==> config.mk <==
export PLATFORM = sky130hd
export DESIGN_NAME = stack_return_subtract_exec
export DESIGN_NICKNAME = d
export VERILOG_FILES = /design/src/hw/stk_pkg.sv /design/src/hw/stack_return_subtract_exec.sv
export SDC_FILE = /design/constraint.sdc
export NUM_CORES = 1
export LEC_CHECK = 0
export ABC_AREA = 0
export ABC_CLOCK_PERIOD_IN_PS = 4690
export BUFFER_PORTS_ARGS = -buffer_cell sky130_fd_sc_hd__buf_2
export CAP_MARGIN = 10
export CORE_MARGIN = 8
export CORE_UTILIZATION = 40
export CTS_CLUSTER_SIZE = 12
export DETAILED_ROUTE_END_ITERATION = 7
export GPL_TIMING_DRIVEN = 0
export SLEW_MARGIN = 5
export SYNTH_ARGS = -nofsm -noshare
export SYNTH_HDL_FRONTEND = slang
export SYNTH_SLANG_ARGS = --single-unit
==> constraint.sdc <==
create_clock -name hclk -period 4.69 [get_ports hclk]
set_clock_uncertainty 0.1 [all_clocks]
set_input_delay 0.469 -clock hclk [delete_from_list [all_inputs] [get_ports hclk]]
set_output_delay 0.469 -clock hclk [all_outputs]
set_load 0.1 [all_outputs]
==> src/hw/stk_pkg.sv <==
// Purpose: Shared constants for the stack, return and subtract executor
// Assumes: One 40 MHz core clock, four phases per instruction cycle
// Notes:   Offsets are byte addresses on the AHB-Lite register bus
package stk_pkg;
  // ----------------------------------------------------------------
  // Register map
  // ----------------------------------------------------------------
  localparam logic [7:0] A_CTRL = 8'h00;
  localparam logic [7:0] A_WREG = 8'h04;
  localparam logic [7:0] A_FLAGS = 8'h08;
  localparam logic [7:0] A_BANK = 8'h0c;
  localparam logic [7:0] A_SHADOW = 8'h10;
  localparam logic [7:0] A_PC = 8'h14;
  localparam logic [7:0] A_HEAD = 8'h18;
  localparam logic [7:0] A_IRQ = 8'h1c;
  localparam logic [7:0] A_LATCH = 8'h20;
  localparam int CTRL_LOW_BIT = 16;
  // ----------------------------------------------------------------
  // Sizes and reset values
  // ----------------------------------------------------------------
  localparam int PC_W = 21;
  localparam int SP_W = 5;
  localparam logic [SP_W-1:0] STK_DEPTH = 5'h1f;
  localparam logic [PC_W-1:0] PC_STEP = 21'h000002;
  localparam logic [PC_W-1:0] PC_RST = 21'h000000;
  localparam logic [7:0] W_RST = 8'h00;
  localparam logic [4:0] FLAGS_RST = 5'h00;
  localparam logic [3:0] BANK_RST = 4'h0;
  // Flag positions: carry, digit carry, zero, overflow, negative
  localparam int F_C = 0;
  localparam int F_DC = 1;
  localparam int F_Z = 2;
  localparam int F_OV = 3;
  localparam int F_N = 4;
  // ----------------------------------------------------------------
  // Opcodes and phase timing
  // ----------------------------------------------------------------
  localparam logic [15:0] OP_POP = 16'h0006;
  localparam logic [15:0] OP_PUSH = 16'h0005;
  localparam logic [14:0] OP_INTERRUPT_RETURN_OP_HI = 15'h0008;
  localparam logic [7:0] OP_LITERAL_MINUS_ACC_OP_HI = 8'h08;
  localparam logic [1:0] Q_PUSH = 2'h1;
  localparam logic [1:0] Q_POP = 2'h2;
  localparam logic [1:0] Q_LAST = 2'h3;
  typedef enum logic [1:0] {EX_IDLE, EX_RUN, EX_NOP} exec_state_t;
endpackage

==> src/hw/stack_return_subtract_exec.sv <==
// Purpose: Executes discard, push, interrupt return and literal subtract
// Assumes: Opcodes arrive by a bus write to the control register
// Notes:   Core updates win over a bus write to the same register
// Behaviour
// [RQ1] A discard removes the top stack entry and leaves flags alone.
// [RQ2] After a discard the head shows the entry pushed before it.
// [RQ3] A push writes PC plus two as new head in phase two.
// [RQ4] Interrupt return pops the stack into PC and sets one enable.
// [RQ5] With restore set, shadow values reload W, flags and bank.
// [RQ6] With restore clear, W, flags and bank stay untouched.
// [RQ7] Interrupt return takes two cycles, acting in phase four of the first.
// [RQ8] Interrupt return leaves both PC latch registers unchanged.
// [RQ9] Literal subtract puts literal minus W in W with flags, in one cycle.
// [RQ10] Carry means no borrow, zero marks zero, negative copies bit seven.
//
// Added by the designer: the AHB-Lite register port and the address map.
`timescale 1ns/1ps
module stack_return_subtract_exec
  import stk_pkg::*;
(
  input wire logic hclk,
  input wire logic hresetn,
  input wire logic hsel,
  input wire logic [31:0] haddr,
  input wire logic [1:0] htrans,
  input wire logic hwrite,
  input wire logic [2:0] hsize,
  input wire logic [31:0] hwdata,
  input wire logic hready,
  output logic hreadyout,
  output logic hresp,
  output logic [31:0] hrdata,
  output logic high_prio_global_irq_enable,
  output logic low_prio_global_irq_enable
);
  // ----------------------------------------------------------------
  // State
  // ----------------------------------------------------------------
  logic [PC_W-1:0] stk [0:30];
  logic [SP_W-1:0] sp_r, sp_nxt;
  logic [PC_W-1:0] pc_r, pc_nxt;
  logic [7:0] w_r, w_nxt;
  logic [4:0] fl_r, fl_nxt;
  logic [3:0] bank_select_reg, bank_nxt;
  logic [7:0] shadow_accumulator, ws_nxt;
  logic [4:0] shadow_flags, sf_nxt;
  logic [3:0] shadow_bank_select, sb_nxt;
  logic [4:0] pc_upper_latch, plu_nxt;
  logic [7:0] pc_high_latch, plh_nxt;
  logic gie_hi_r, gie_hi_nxt, gie_lo_r, gie_lo_nxt;
  exec_state_t st_r, st_nxt;
  logic [1:0] q_r, q_nxt;
  logic [15:0] op_r, op_nxt;
  logic lowsel_r, lowsel_nxt, pend_r, pend_nxt;
  logic wr_r, wr_nxt, rd_r, rd_nxt, rdy_r, rdy_nxt;
  logic [7:0] adr_r, adr_nxt;
  logic [31:0] rdat_r, rdat_nxt;
  logic st_we;
  logic [SP_W-1:0] st_idx;
  logic [PC_W-1:0] stack_head, prev_entry;
  logic is_pop, is_push, is_ret, is_sub, run;
  logic [8:0] diff;
  logic [4:0] nib;

  // Head is zero when the stack is empty, so a stray return lands at 0
  assign stack_head = (sp_r == 5'h00) ? PC_RST : stk[sp_r - 5'h01];
  assign prev_entry = (sp_r > 5'h01) ? stk[sp_r - 5'h02] : PC_RST;
  assign run = (st_r == EX_RUN);
  assign is_pop = run && (op_r == OP_POP);
  assign is_push = run && (op_r == OP_PUSH);
  assign is_ret = run && (op_r[15:1] == OP_INTERRUPT_RETURN_OP_HI);
  assign is_sub = run && (op_r[15:8] == OP_LITERAL_MINUS_ACC_OP_HI);
  // Literal plus inverted W plus one; bit 8 is the no-borrow carry
  assign diff = {1'b0, op_r[7:0]} + {1'b0, ~w_r} + 9'h001;
  assign nib = {1'b0, op_r[3:0]} + {1'b0, ~w_r[3:0]} + 5'h01;

  // ----------------------------------------------------------------
  // Bus read mux
  // ----------------------------------------------------------------
  function automatic logic [31:0] rd_word(input logic [7:0] a);
    logic [31:0] d;
    d = 32'h0000_0000;
    if (a == A_CTRL)
      d = {14'h0000, pend_r || (st_r != EX_IDLE), lowsel_r, op_r};
    else if (a == A_WREG)
      d = {24'h000000, w_r};
    else if (a == A_FLAGS)
      d = {27'h0000000, fl_r};
    else if (a == A_BANK)
      d = {28'h0000000, bank_select_reg};
    else if (a == A_SHADOW)
      d = {12'h000, shadow_bank_select, 3'h0, shadow_flags,
           shadow_accumulator};
    else if (a == A_PC)
      d = {11'h000, pc_r};
    else if (a == A_HEAD)
      d = {3'h0, sp_r, 3'h0, stack_head};
    else if (a == A_IRQ)
      d = {30'h00000000, gie_lo_r, gie_hi_r};
    else if (a == A_LATCH)
      d = {16'h0000, pc_high_latch, 3'h0, pc_upper_latch};
    return d;
  endfunction

  // ----------------------------------------------------------------
  // Next state: bus slave, sequencer and execution
  // ----------------------------------------------------------------
  // Reads take one wait state so they always see the latest write
  always_comb
  begin
    sp_nxt = sp_r;
    pc_nxt = pc_r;
    w_nxt = w_r;
    fl_nxt = fl_r;
    bank_nxt = bank_select_reg;
    ws_nxt = shadow_accumulator;
    sf_nxt = shadow_flags;
    sb_nxt = shadow_bank_select;
    plu_nxt = pc_upper_latch;
    plh_nxt = pc_high_latch;
    gie_hi_nxt = gie_hi_r;
    gie_lo_nxt = gie_lo_r;
    st_nxt = st_r;
    q_nxt = q_r + 2'h1;
    op_nxt = op_r;
    lowsel_nxt = lowsel_r;
    pend_nxt = pend_r;
    st_we = 1'b0;
    st_idx = sp_r;
    adr_nxt = adr_r;
    rdat_nxt = rdat_r;
    rdy_nxt = 1'b1;
    wr_nxt = 1'b0;
    rd_nxt = 1'b0;
    if (rd_r)
      rdat_nxt = rd_word(adr_r);
    if (hsel && htrans[1] && hready)
    begin
      adr_nxt = haddr[7:0];
      wr_nxt = hwrite;
      rd_nxt = !hwrite;
      rdy_nxt = hwrite;
    end
    // Write data phase; an opcode is refused while one is in flight
    if (wr_r)
    begin
      if (adr_r == A_CTRL)
      begin
        if (!pend_r && (st_r == EX_IDLE))
        begin
          op_nxt = hwdata[15:0];
          lowsel_nxt = hwdata[CTRL_LOW_BIT];
          pend_nxt = 1'b1;
        end
      end
      else if (adr_r == A_WREG)
        w_nxt = hwdata[7:0];
      else if (adr_r == A_FLAGS)
        fl_nxt = hwdata[4:0];
      else if (adr_r == A_BANK)
        bank_nxt = hwdata[3:0];
      else if (adr_r == A_SHADOW)
      begin
        ws_nxt = hwdata[7:0];
        sf_nxt = hwdata[12:8];
        sb_nxt = hwdata[19:16];
      end
      else if (adr_r == A_PC)
        pc_nxt = hwdata[PC_W-1:0];
      else if (adr_r == A_IRQ)
      begin
        gie_hi_nxt = hwdata[0];
        gie_lo_nxt = hwdata[1];
      end
      else if (adr_r == A_LATCH)
      begin
        plu_nxt = hwdata[4:0];
        plh_nxt = hwdata[15:8];
      end
    end
    // A push onto a full stack is dropped rather than wrapping
    if (is_push && (q_r == Q_PUSH) && (sp_r < STK_DEPTH))
    begin
      st_we = 1'b1; // RQ3
      sp_nxt = sp_r + 5'h01; // RQ3
    end
    // Discard in phase three; flags are not touched
    if (is_pop && (q_r == Q_POP) && (sp_r != 5'h00))
      sp_nxt = sp_r - 5'h01; // RQ1 RQ2
    if (q_r == Q_LAST)
    begin
      if (is_ret)
      begin
        pc_nxt = stack_head; // RQ4 RQ8
        if (sp_r != 5'h00)
          sp_nxt = sp_r - 5'h01; // RQ4
        if (lowsel_r)
          gie_lo_nxt = 1'b1; // RQ4
        else
          gie_hi_nxt = 1'b1; // RQ4
        if (op_r[0]) // RQ5 RQ6
        begin
          w_nxt = shadow_accumulator; // RQ5
          fl_nxt = shadow_flags; // RQ5
          bank_nxt = shadow_bank_select; // RQ5
        end
      end
      else if (run)
        pc_nxt = pc_r + PC_STEP;
      if (is_sub)
      begin
        w_nxt = diff[7:0]; // RQ9
        fl_nxt[F_C] = diff[8]; // RQ10
        fl_nxt[F_DC] = nib[4];
        fl_nxt[F_Z] = (diff[7:0] == 8'h00); // RQ10
        fl_nxt[F_OV] = (op_r[7] != w_r[7]) && (diff[7] != op_r[7]);
        fl_nxt[F_N] = diff[7]; // RQ10
      end
      // Sequencer moves only on cycle boundaries
      case (st_r)
        EX_IDLE:
          if (pend_r)
          begin
            st_nxt = EX_RUN;
            pend_nxt = 1'b0;
          end
        EX_RUN:
          st_nxt = is_ret ? EX_NOP : EX_IDLE; // RQ7
        EX_NOP:
          st_nxt = EX_IDLE; // RQ7
        default:
          st_nxt = EX_IDLE;
      endcase
    end
  end

  // ----------------------------------------------------------------
  // Registers
  // ----------------------------------------------------------------
  always_ff @(posedge hclk or negedge hresetn)
  begin
    if (!hresetn)
    begin
      sp_r <= 5'h00;
      pc_r <= PC_RST;
      w_r <= W_RST;
      fl_r <= FLAGS_RST;
      bank_select_reg <= BANK_RST;
      shadow_accumulator <= W_RST;
      shadow_flags <= FLAGS_RST;
      shadow_bank_select <= BANK_RST;
      pc_upper_latch <= 5'h00;
      pc_high_latch <= 8'h00;
      gie_hi_r <= 1'b0;
      gie_lo_r <= 1'b0;
      st_r <= EX_IDLE;
      q_r <= 2'h0;
      op_r <= 16'h0000;
      lowsel_r <= 1'b0;
      pend_r <= 1'b0;
      wr_r <= 1'b0;
      rd_r <= 1'b0;
      rdy_r <= 1'b1;
      adr_r <= 8'h00;
      rdat_r <= 32'h0000_0000;
    end
    else
    begin
      sp_r <= sp_nxt;
      pc_r <= pc_nxt;
      w_r <= w_nxt;
      fl_r <= fl_nxt;
      bank_select_reg <= bank_nxt;
      shadow_accumulator <= ws_nxt;
      shadow_flags <= sf_nxt;
      shadow_bank_select <= sb_nxt;
      pc_upper_latch <= plu_nxt;
      pc_high_latch <= plh_nxt;
      gie_hi_r <= gie_hi_nxt;
      gie_lo_r <= gie_lo_nxt;
      st_r <= st_nxt;
      q_r <= q_nxt;
      op_r <= op_nxt;
      lowsel_r <= lowsel_nxt;
      pend_r <= pend_nxt;
      wr_r <= wr_nxt;
      rd_r <= rd_nxt;
      rdy_r <= rdy_nxt;
      adr_r <= adr_nxt;
      rdat_r <= rdat_nxt;
    end
  end

  // Stack array has no reset; the pointer alone defines what is valid
  always_ff @(posedge hclk)
  begin
    if (st_we)
      stk[st_idx] <= pc_r + PC_STEP; // RQ3
  end

  assign hreadyout = rdy_r;
  assign hrdata = rdat_r;
  assign hresp = 1'b0 & rdy_r;
  assign high_prio_global_irq_enable = gie_hi_r;
  assign low_prio_global_irq_enable = gie_lo_r;
endmodule // stack_return_subtract_exec

# After elaboration in Yosys (flattened, before gate mapping)

Memory sizes are Yosys's and may differ from the RTL's.
Index checks and enable logic that the tools add are counted.

Memories: 1
Memory bits (writable): 651
Logic and storage cells: 170
Register bits: 140
Input port bits: 74

Equality and inequality tests: 19
Bitwise logic cells: 9
$lt $le $gt $ge: 1
Reduce and logical (&&, ||, !) cells: 25
Muxes and demuxes: 85
Add/subtract/negate cells: 8

Memory list:

| name | words | width | rd ports | clocked after Yosys merged registers in | write ports | line                             | RTL |
|---|---|---|---|---|---|---|---|
| stk  | 31    | 21    | 1        | 0                                       | 1           | stack_return_subtract_exec.sv:39 | `logic [PC_W-1:0] stk [0:30];` |

Operators by type and width:

| kind                    | number |
|---|---|
| $mux W21                | 11 |
| $mux W29                | 7 |
| $mux W5                 | 13 |
| $mux W8                 | 7 |
| $mux W1                 | 34 |
| $eq A16 B3 Y1 const B   | 2 |
| $eq A8 B5 Y1 const B    | 4 |
| $mux W16                | 2 |
| $mux W4                 | 8 |
| $eq A8 B4 Y1 const B    | 3 |
| $add A21 B2 Y21 const B | 1 |
| $logic_not A8 Y1        | 2 |
| $eq A15 B4 Y1 const B   | 1 |
| $logic_and A1 B1 Y1     | 12 |
| $add A5 B1 Y5 const B   | 2 |
| $add A8 B8 Y9           | 1 |
| $add A9 B1 Y9 const B   | 1 |
| $reduce_and A9 Y1       | 1 |
| $eq A8 B3 Y1 const B    | 1 |
| $eq A8 B6 Y1 const B    | 1 |
| $not A8 Y8              | 1 |
| $not A1 Y1              | 7 |
| $reduce_and A6 Y1       | 1 |
| $add A4 B4 Y5           | 1 |
| other kinds (18)        | 23 |

# Depth between registers and ports, before layout

Word-level depth: 12
Gate-level depth with buffers: 15

# Worst setup path before layout

No wires, ideal clock.

Path type: flip-flop to flip-flop
From: reg sp_r[0]
To: reg rdat_r[0], in the netlist hrdata[0]
Clock period less this slack: 3439 ps
Setup time: 132 ps
Slack: 1251 ps
Arrival time: 3207 ps
Stages on the path, launching flop included: 14
Cells stage by stage: dfrtp_1 > buf_6 > buf_6 > buf_6 > inv_1 > ha_1 > buf_4 > xnor2_1 > buf_6 > buf_4 > mux4_2 > a2111o_1 > a221oi_2 > o22ai_1

Longest elaborated chain between the ends: 10
Elaborated cells on any way between the ends: 11

Ends and longest elaborated chain:

| what                   | line                              | RTL |
|---|---|---|
| start, declared        | stack_return_subtract_exec.sv:40  | `logic [SP_W-1:0] sp_r, sp_nxt;` |
| start signal, assigned | stack_return_subtract_exec.sv:269 | `sp_r <= sp_nxt;` |
| $sub A5 B1 Y5          | stack_return_subtract_exec.sv:66  | `assign stack_head = (sp_r == 5'h00) ? PC_RST : stk[sp_r - 5'h01];` |
| $mem_v2 Z31 W21        | --                                |  |
| $mux W21 *             | stack_return_subtract_exec.sv:66  |  |
| $mux W29 *             | stack_return_subtract_exec.sv:96  | `else if (a == A_HEAD)` |
| $mux W29 *             | stack_return_subtract_exec.sv:94  | `else if (a == A_PC)` |
| $mux W29 *             | stack_return_subtract_exec.sv:91  | `else if (a == A_SHADOW)` |
| $mux W29 *             | stack_return_subtract_exec.sv:89  | `else if (a == A_BANK)` |
| $mux W29 *             | stack_return_subtract_exec.sv:87  | `else if (a == A_FLAGS)` |
| $mux W29 *             | stack_return_subtract_exec.sv:85  | `else if (a == A_WREG)` |
| $mux W29 *             | stack_return_subtract_exec.sv:83  | `if (a == A_CTRL)` |
| end signal, assigned   | stack_return_subtract_exec.sv:290 | `rdat_r <= rdat_nxt;` |
| end, declared          | stack_return_subtract_exec.sv:57  | `logic [31:0] rdat_r, rdat_nxt;` |

Mark *: on every way between the ends. The rest lies on a longest branch, timed or not.
A chain may end at the register's enable or synchronous reset.

# Final worst setup path

From: reg sp_r[0]
To: reg rdat_r[1], in the netlist hrdata[1]

Same word-level chain as after synthesis.

==> results.md <==
- Simple-gate share of the synthesized area: 0.06059
- CP Capture Type: flop
- Initial Util: 0.4012
- Slew of the pin with the lowest slew margin: 1066 ps
- Final WL: about 95 mm
- H-Tree Depth: 3
- Unique masters post-synth: 82
- Routed via count: roughly 20000
- Iteration-0 DRC Markers: roughly 2400
- Full die area: slightly above 90000 µm²
- Mux cell area share after synthesis: 0.1476
- Clock power share: 0.408
- ANT nets after route: 0
- CTS tree: done
- Die boundary height: between 300 and 400 µm
- Period utilisation layout: 0.9737
- Fill cells: around 7100
- Total congestion overflow: 0
- DR vias/cell: 5.932
- Clock-pin slew on the worst setup and hold paths: ~60 ps
- Drt drc: 0
- Avg Cell Area, Syn: approximately 16 µm²
- Clk sinks: about 790
- Hold Path Class: in2reg
- Final setup margin: 123.4 ps
- Leak Pwr: 0.01308 µW
- Worst-skew pair later-pin latency: approximately 650 ps
- Post-Synthesis Cells: 2038
- Post-Synth Adder-Cell Area: 0.006987
- Number of core rows: ~110
- Worst vdd ir: approximately 0.32 mV
- Setup TNS: 0 ps
- Wire per inst: 28.10 µm
- Max Freq: around 220 MHz
- Vias in the first global route: about 20000
- Drt first pass iters: 7
- Largest family of logic cells by synthesized area: multiplexers
- WS Path Type: reg2reg
- Power Total: about 16000 µW
- Port Buf Inserts: 63
- Layout area overhead: 16.14%
- Cts bufs inserted: 85
- DP Worst Slack: -695.3 ps
- Post-DP HPWL: 64.85 mm
- Register share of total power: 0.511
- Crit-path max FO: 10
- Critical path required time: ~5200 ps
- Mapped Area: about 33000 µm²
- Antenna cells: 0
- Switch share: 0.2437
- Crit path time final: around 4600 ps
- Share of flip-flops with an asynchronous set or reset: 0.1707
- Largest Register: stk
- Setup crit start kind: flop
- EDFF count, synth: approximately 650
- Net load switching power: 3866 µW
- Deepest clock path buffer count: 3
- IO Pins: 110
- Layout cell share with drive strength beyond 1: 0.2551
- FF+latch count, synth: roughly 800
- Placer Congestion: between 0.9 and 1
- Final core utilization: 0.4659
- # setup viols final: 0
- Initial antenna violation count: 1
- Synth Area in Compound Gates: 0.06562
- Final net count: between 2000 and 2500
- Fin. max-slew vios: 0
- Max reg flops: roughly 650
- Die width: between 300 and 400 µm
- Arr. time, crit path: slightly above 5000 ps
- Largest net degree at the start of global routing: a little under 70
- Main synth FF type: edfxtp_1
- Global Route Usage Sum: 0.1999
- Status: finished clean
- # Max-Cap Violations: 0
- Core area: just over 80000 µm²
- Yosys warns: 0
- PD cells: around 400 nW/µm²
- RSZ-0062 raised after global routing: no
- First-pass GRT wire length: 138.9 mm
- Internal power: about 12000 µW
- Combinational power share: 0.081
- Hold Vio Cnt, Final: 0
- Root buffer cell: clkbuf_16
- Xor/xnor share of the synthesized area: 0.007889
- Slew HR: 0.2885
- Sequential element share of the synthesized area: 0.6876
==> cells in the mapped netlist (33+ instances only) <==
cell        n  area share
o21ai_0    61      0.0092
edfxtp_1  651        0.59
a21oi_1    67       0.010
mux4_2    126       0.085
mux2_2     88       0.030
clkbuf_1   59      0.0066
nor2_1    104       0.012
nand3_1    50      0.0075
inv_1      33      0.0037
nand2_1   142       0.016
dfrtp_1   133        0.10
mux2i_1    94       0.028
==> cell families (layout without fill, tap and decap cells) <==
family | Yosys count | count (layout)
XOR/XNOR | 30 | 30
other | 1 | 7
AND/OR/NAND/NOR | 422 | 422
multiplexers | 319 | 319
flip-flops | 785 | 785
AO/OA/AOI/OAI | 311 | 311
adder cells (fa/ha/maj) | 18 | 18
buffers and inverters | 152 | 401
==> stage by stage <==
stage,std cells,area (µm²),hold slack (ps)
global placement,3187,35000,365.4
finish,3373,38680,30.02
CTS,3372,38610,4.842
floorplan,2044,33330,73.41
global route,3373,38680,17.45
detailed placement,3213,35770,379.6
==> path summary, 6_finish.rpt <==
path | cells after the start | slack, ps | to | from
worst max-delay path | 14 | 120 | hrdata[1] | sp_r[0]
max in group asynchronous | 3 | 3380 | op_r[8] | hresetn
worst min-delay path | 2 | 30 | pc_high_latch[1] | hwdata[9]
worst min register to register | 1 | 380 | q_r[0] | q_r[0]
min in group asynchronous | 2 | 320 | adr_r[1] | hresetn
worst max register to register | 14 | 120 | hrdata[1] | sp_r[0]
==> placed cells by master (no fill, tap or decap), drive strengths merged, types with 7 or more instances in the layout <==
| cell | netlist | final |
|---|---|---|
| a211oi | 14 | 14 |
| a21o | 7 | 7 |
| a21oi | 67 | 67 |
| a221o | 7 | 7 |
| a221oi | 18 | 18 |
| a22oi | 18 | 18 |
| a31oi | 7 | 7 |
| and2 | 8 | 8 |
| and3 | 10 | 10 |
| buf | 59 | 148 |
| clkbuf | 59 | 173 |
| clkinv | 0 | 25 |
| conb | 1 | 7 |
| dfrtp | 133 | 133 |
| dlygate4sd3 | 0 | 12 |
| edfxtp | 651 | 651 |
| ha | 17 | 17 |
| inv | 34 | 38 |
| mux2 | 99 | 99 |
| mux2i | 94 | 94 |
| mux4 | 126 | 126 |
| nand2 | 143 | 143 |
| nand3 | 50 | 50 |
| nand4 | 19 | 19 |
| nor2 | 105 | 105 |
| nor3 | 22 | 22 |
| nor3b | 7 | 7 |
| nor4 | 21 | 21 |
| o211ai | 7 | 7 |
| o21ai | 67 | 67 |
| o221a | 8 | 8 |
| o221ai | 15 | 15 |
| o22ai | 12 | 12 |
| o2bb2ai | 7 | 7 |
| o31ai | 7 | 7 |
| xnor2 | 20 | 20 |
| xor2 | 10 | 10 |
==> critical path, cell delays in order, from the launching register on <==
cell and delay (ps):
dfrtp_1 520, buf_6 230, buf_6 200, buf_6 220, inv_1 200, ha_1 320, buf_2 200, buf_2 400
buf_2 400, buf_2 360, mux4_2 260, nand2_1 60, a21oi_1 700, o311ai_2 180, nand2_1 100
==> final cells by class <==
type	instances	area (µm²)	share of cell area
buffer	117	678.2	0.01753
timing repair buffer	102	863.3	0.02232
sequential	785	22900	0.5921
clock inverter	33	367.9	0.009509
multi-input combinational	1107	10080	0.2606
tap	1080	1351	0.03493
clock buffer	115	2310	0.05971
inverter	34	127.6	0.003299
==> power groups by stage <==
stage / sequential [µW] / clock, µW / combinational (µW)
2_1_floorplan: 8410 / 0 / 553
3_3_place_gp: 8270 / 0 / 1090
3_5_place_dp: 8250 / 0 / 1250
4_1_cts: 8110 / 6560 / 1270
5_1_grt: 8120 / 6820 / 1370
6_report: 8110 / 6470 / 1280
==> what timing repair did <==
action	CTS	global route
gates resized for setup	17	15
hold endpoints to repair	80	0
setup endpoints to repair	27	14
buffers inserted	0	0
hold buffers	12	0
==> metal layers <==
layer,wire (µm),track usage,vias to the layer above
li1,-,-,8466
met1,38770,0.2685,10420
met2,45850,0.3326,929
met3,7016,0.03273,197
met4,3141,0.06356,0
met5,0,0,-
(Power assumes the default switching activity.)
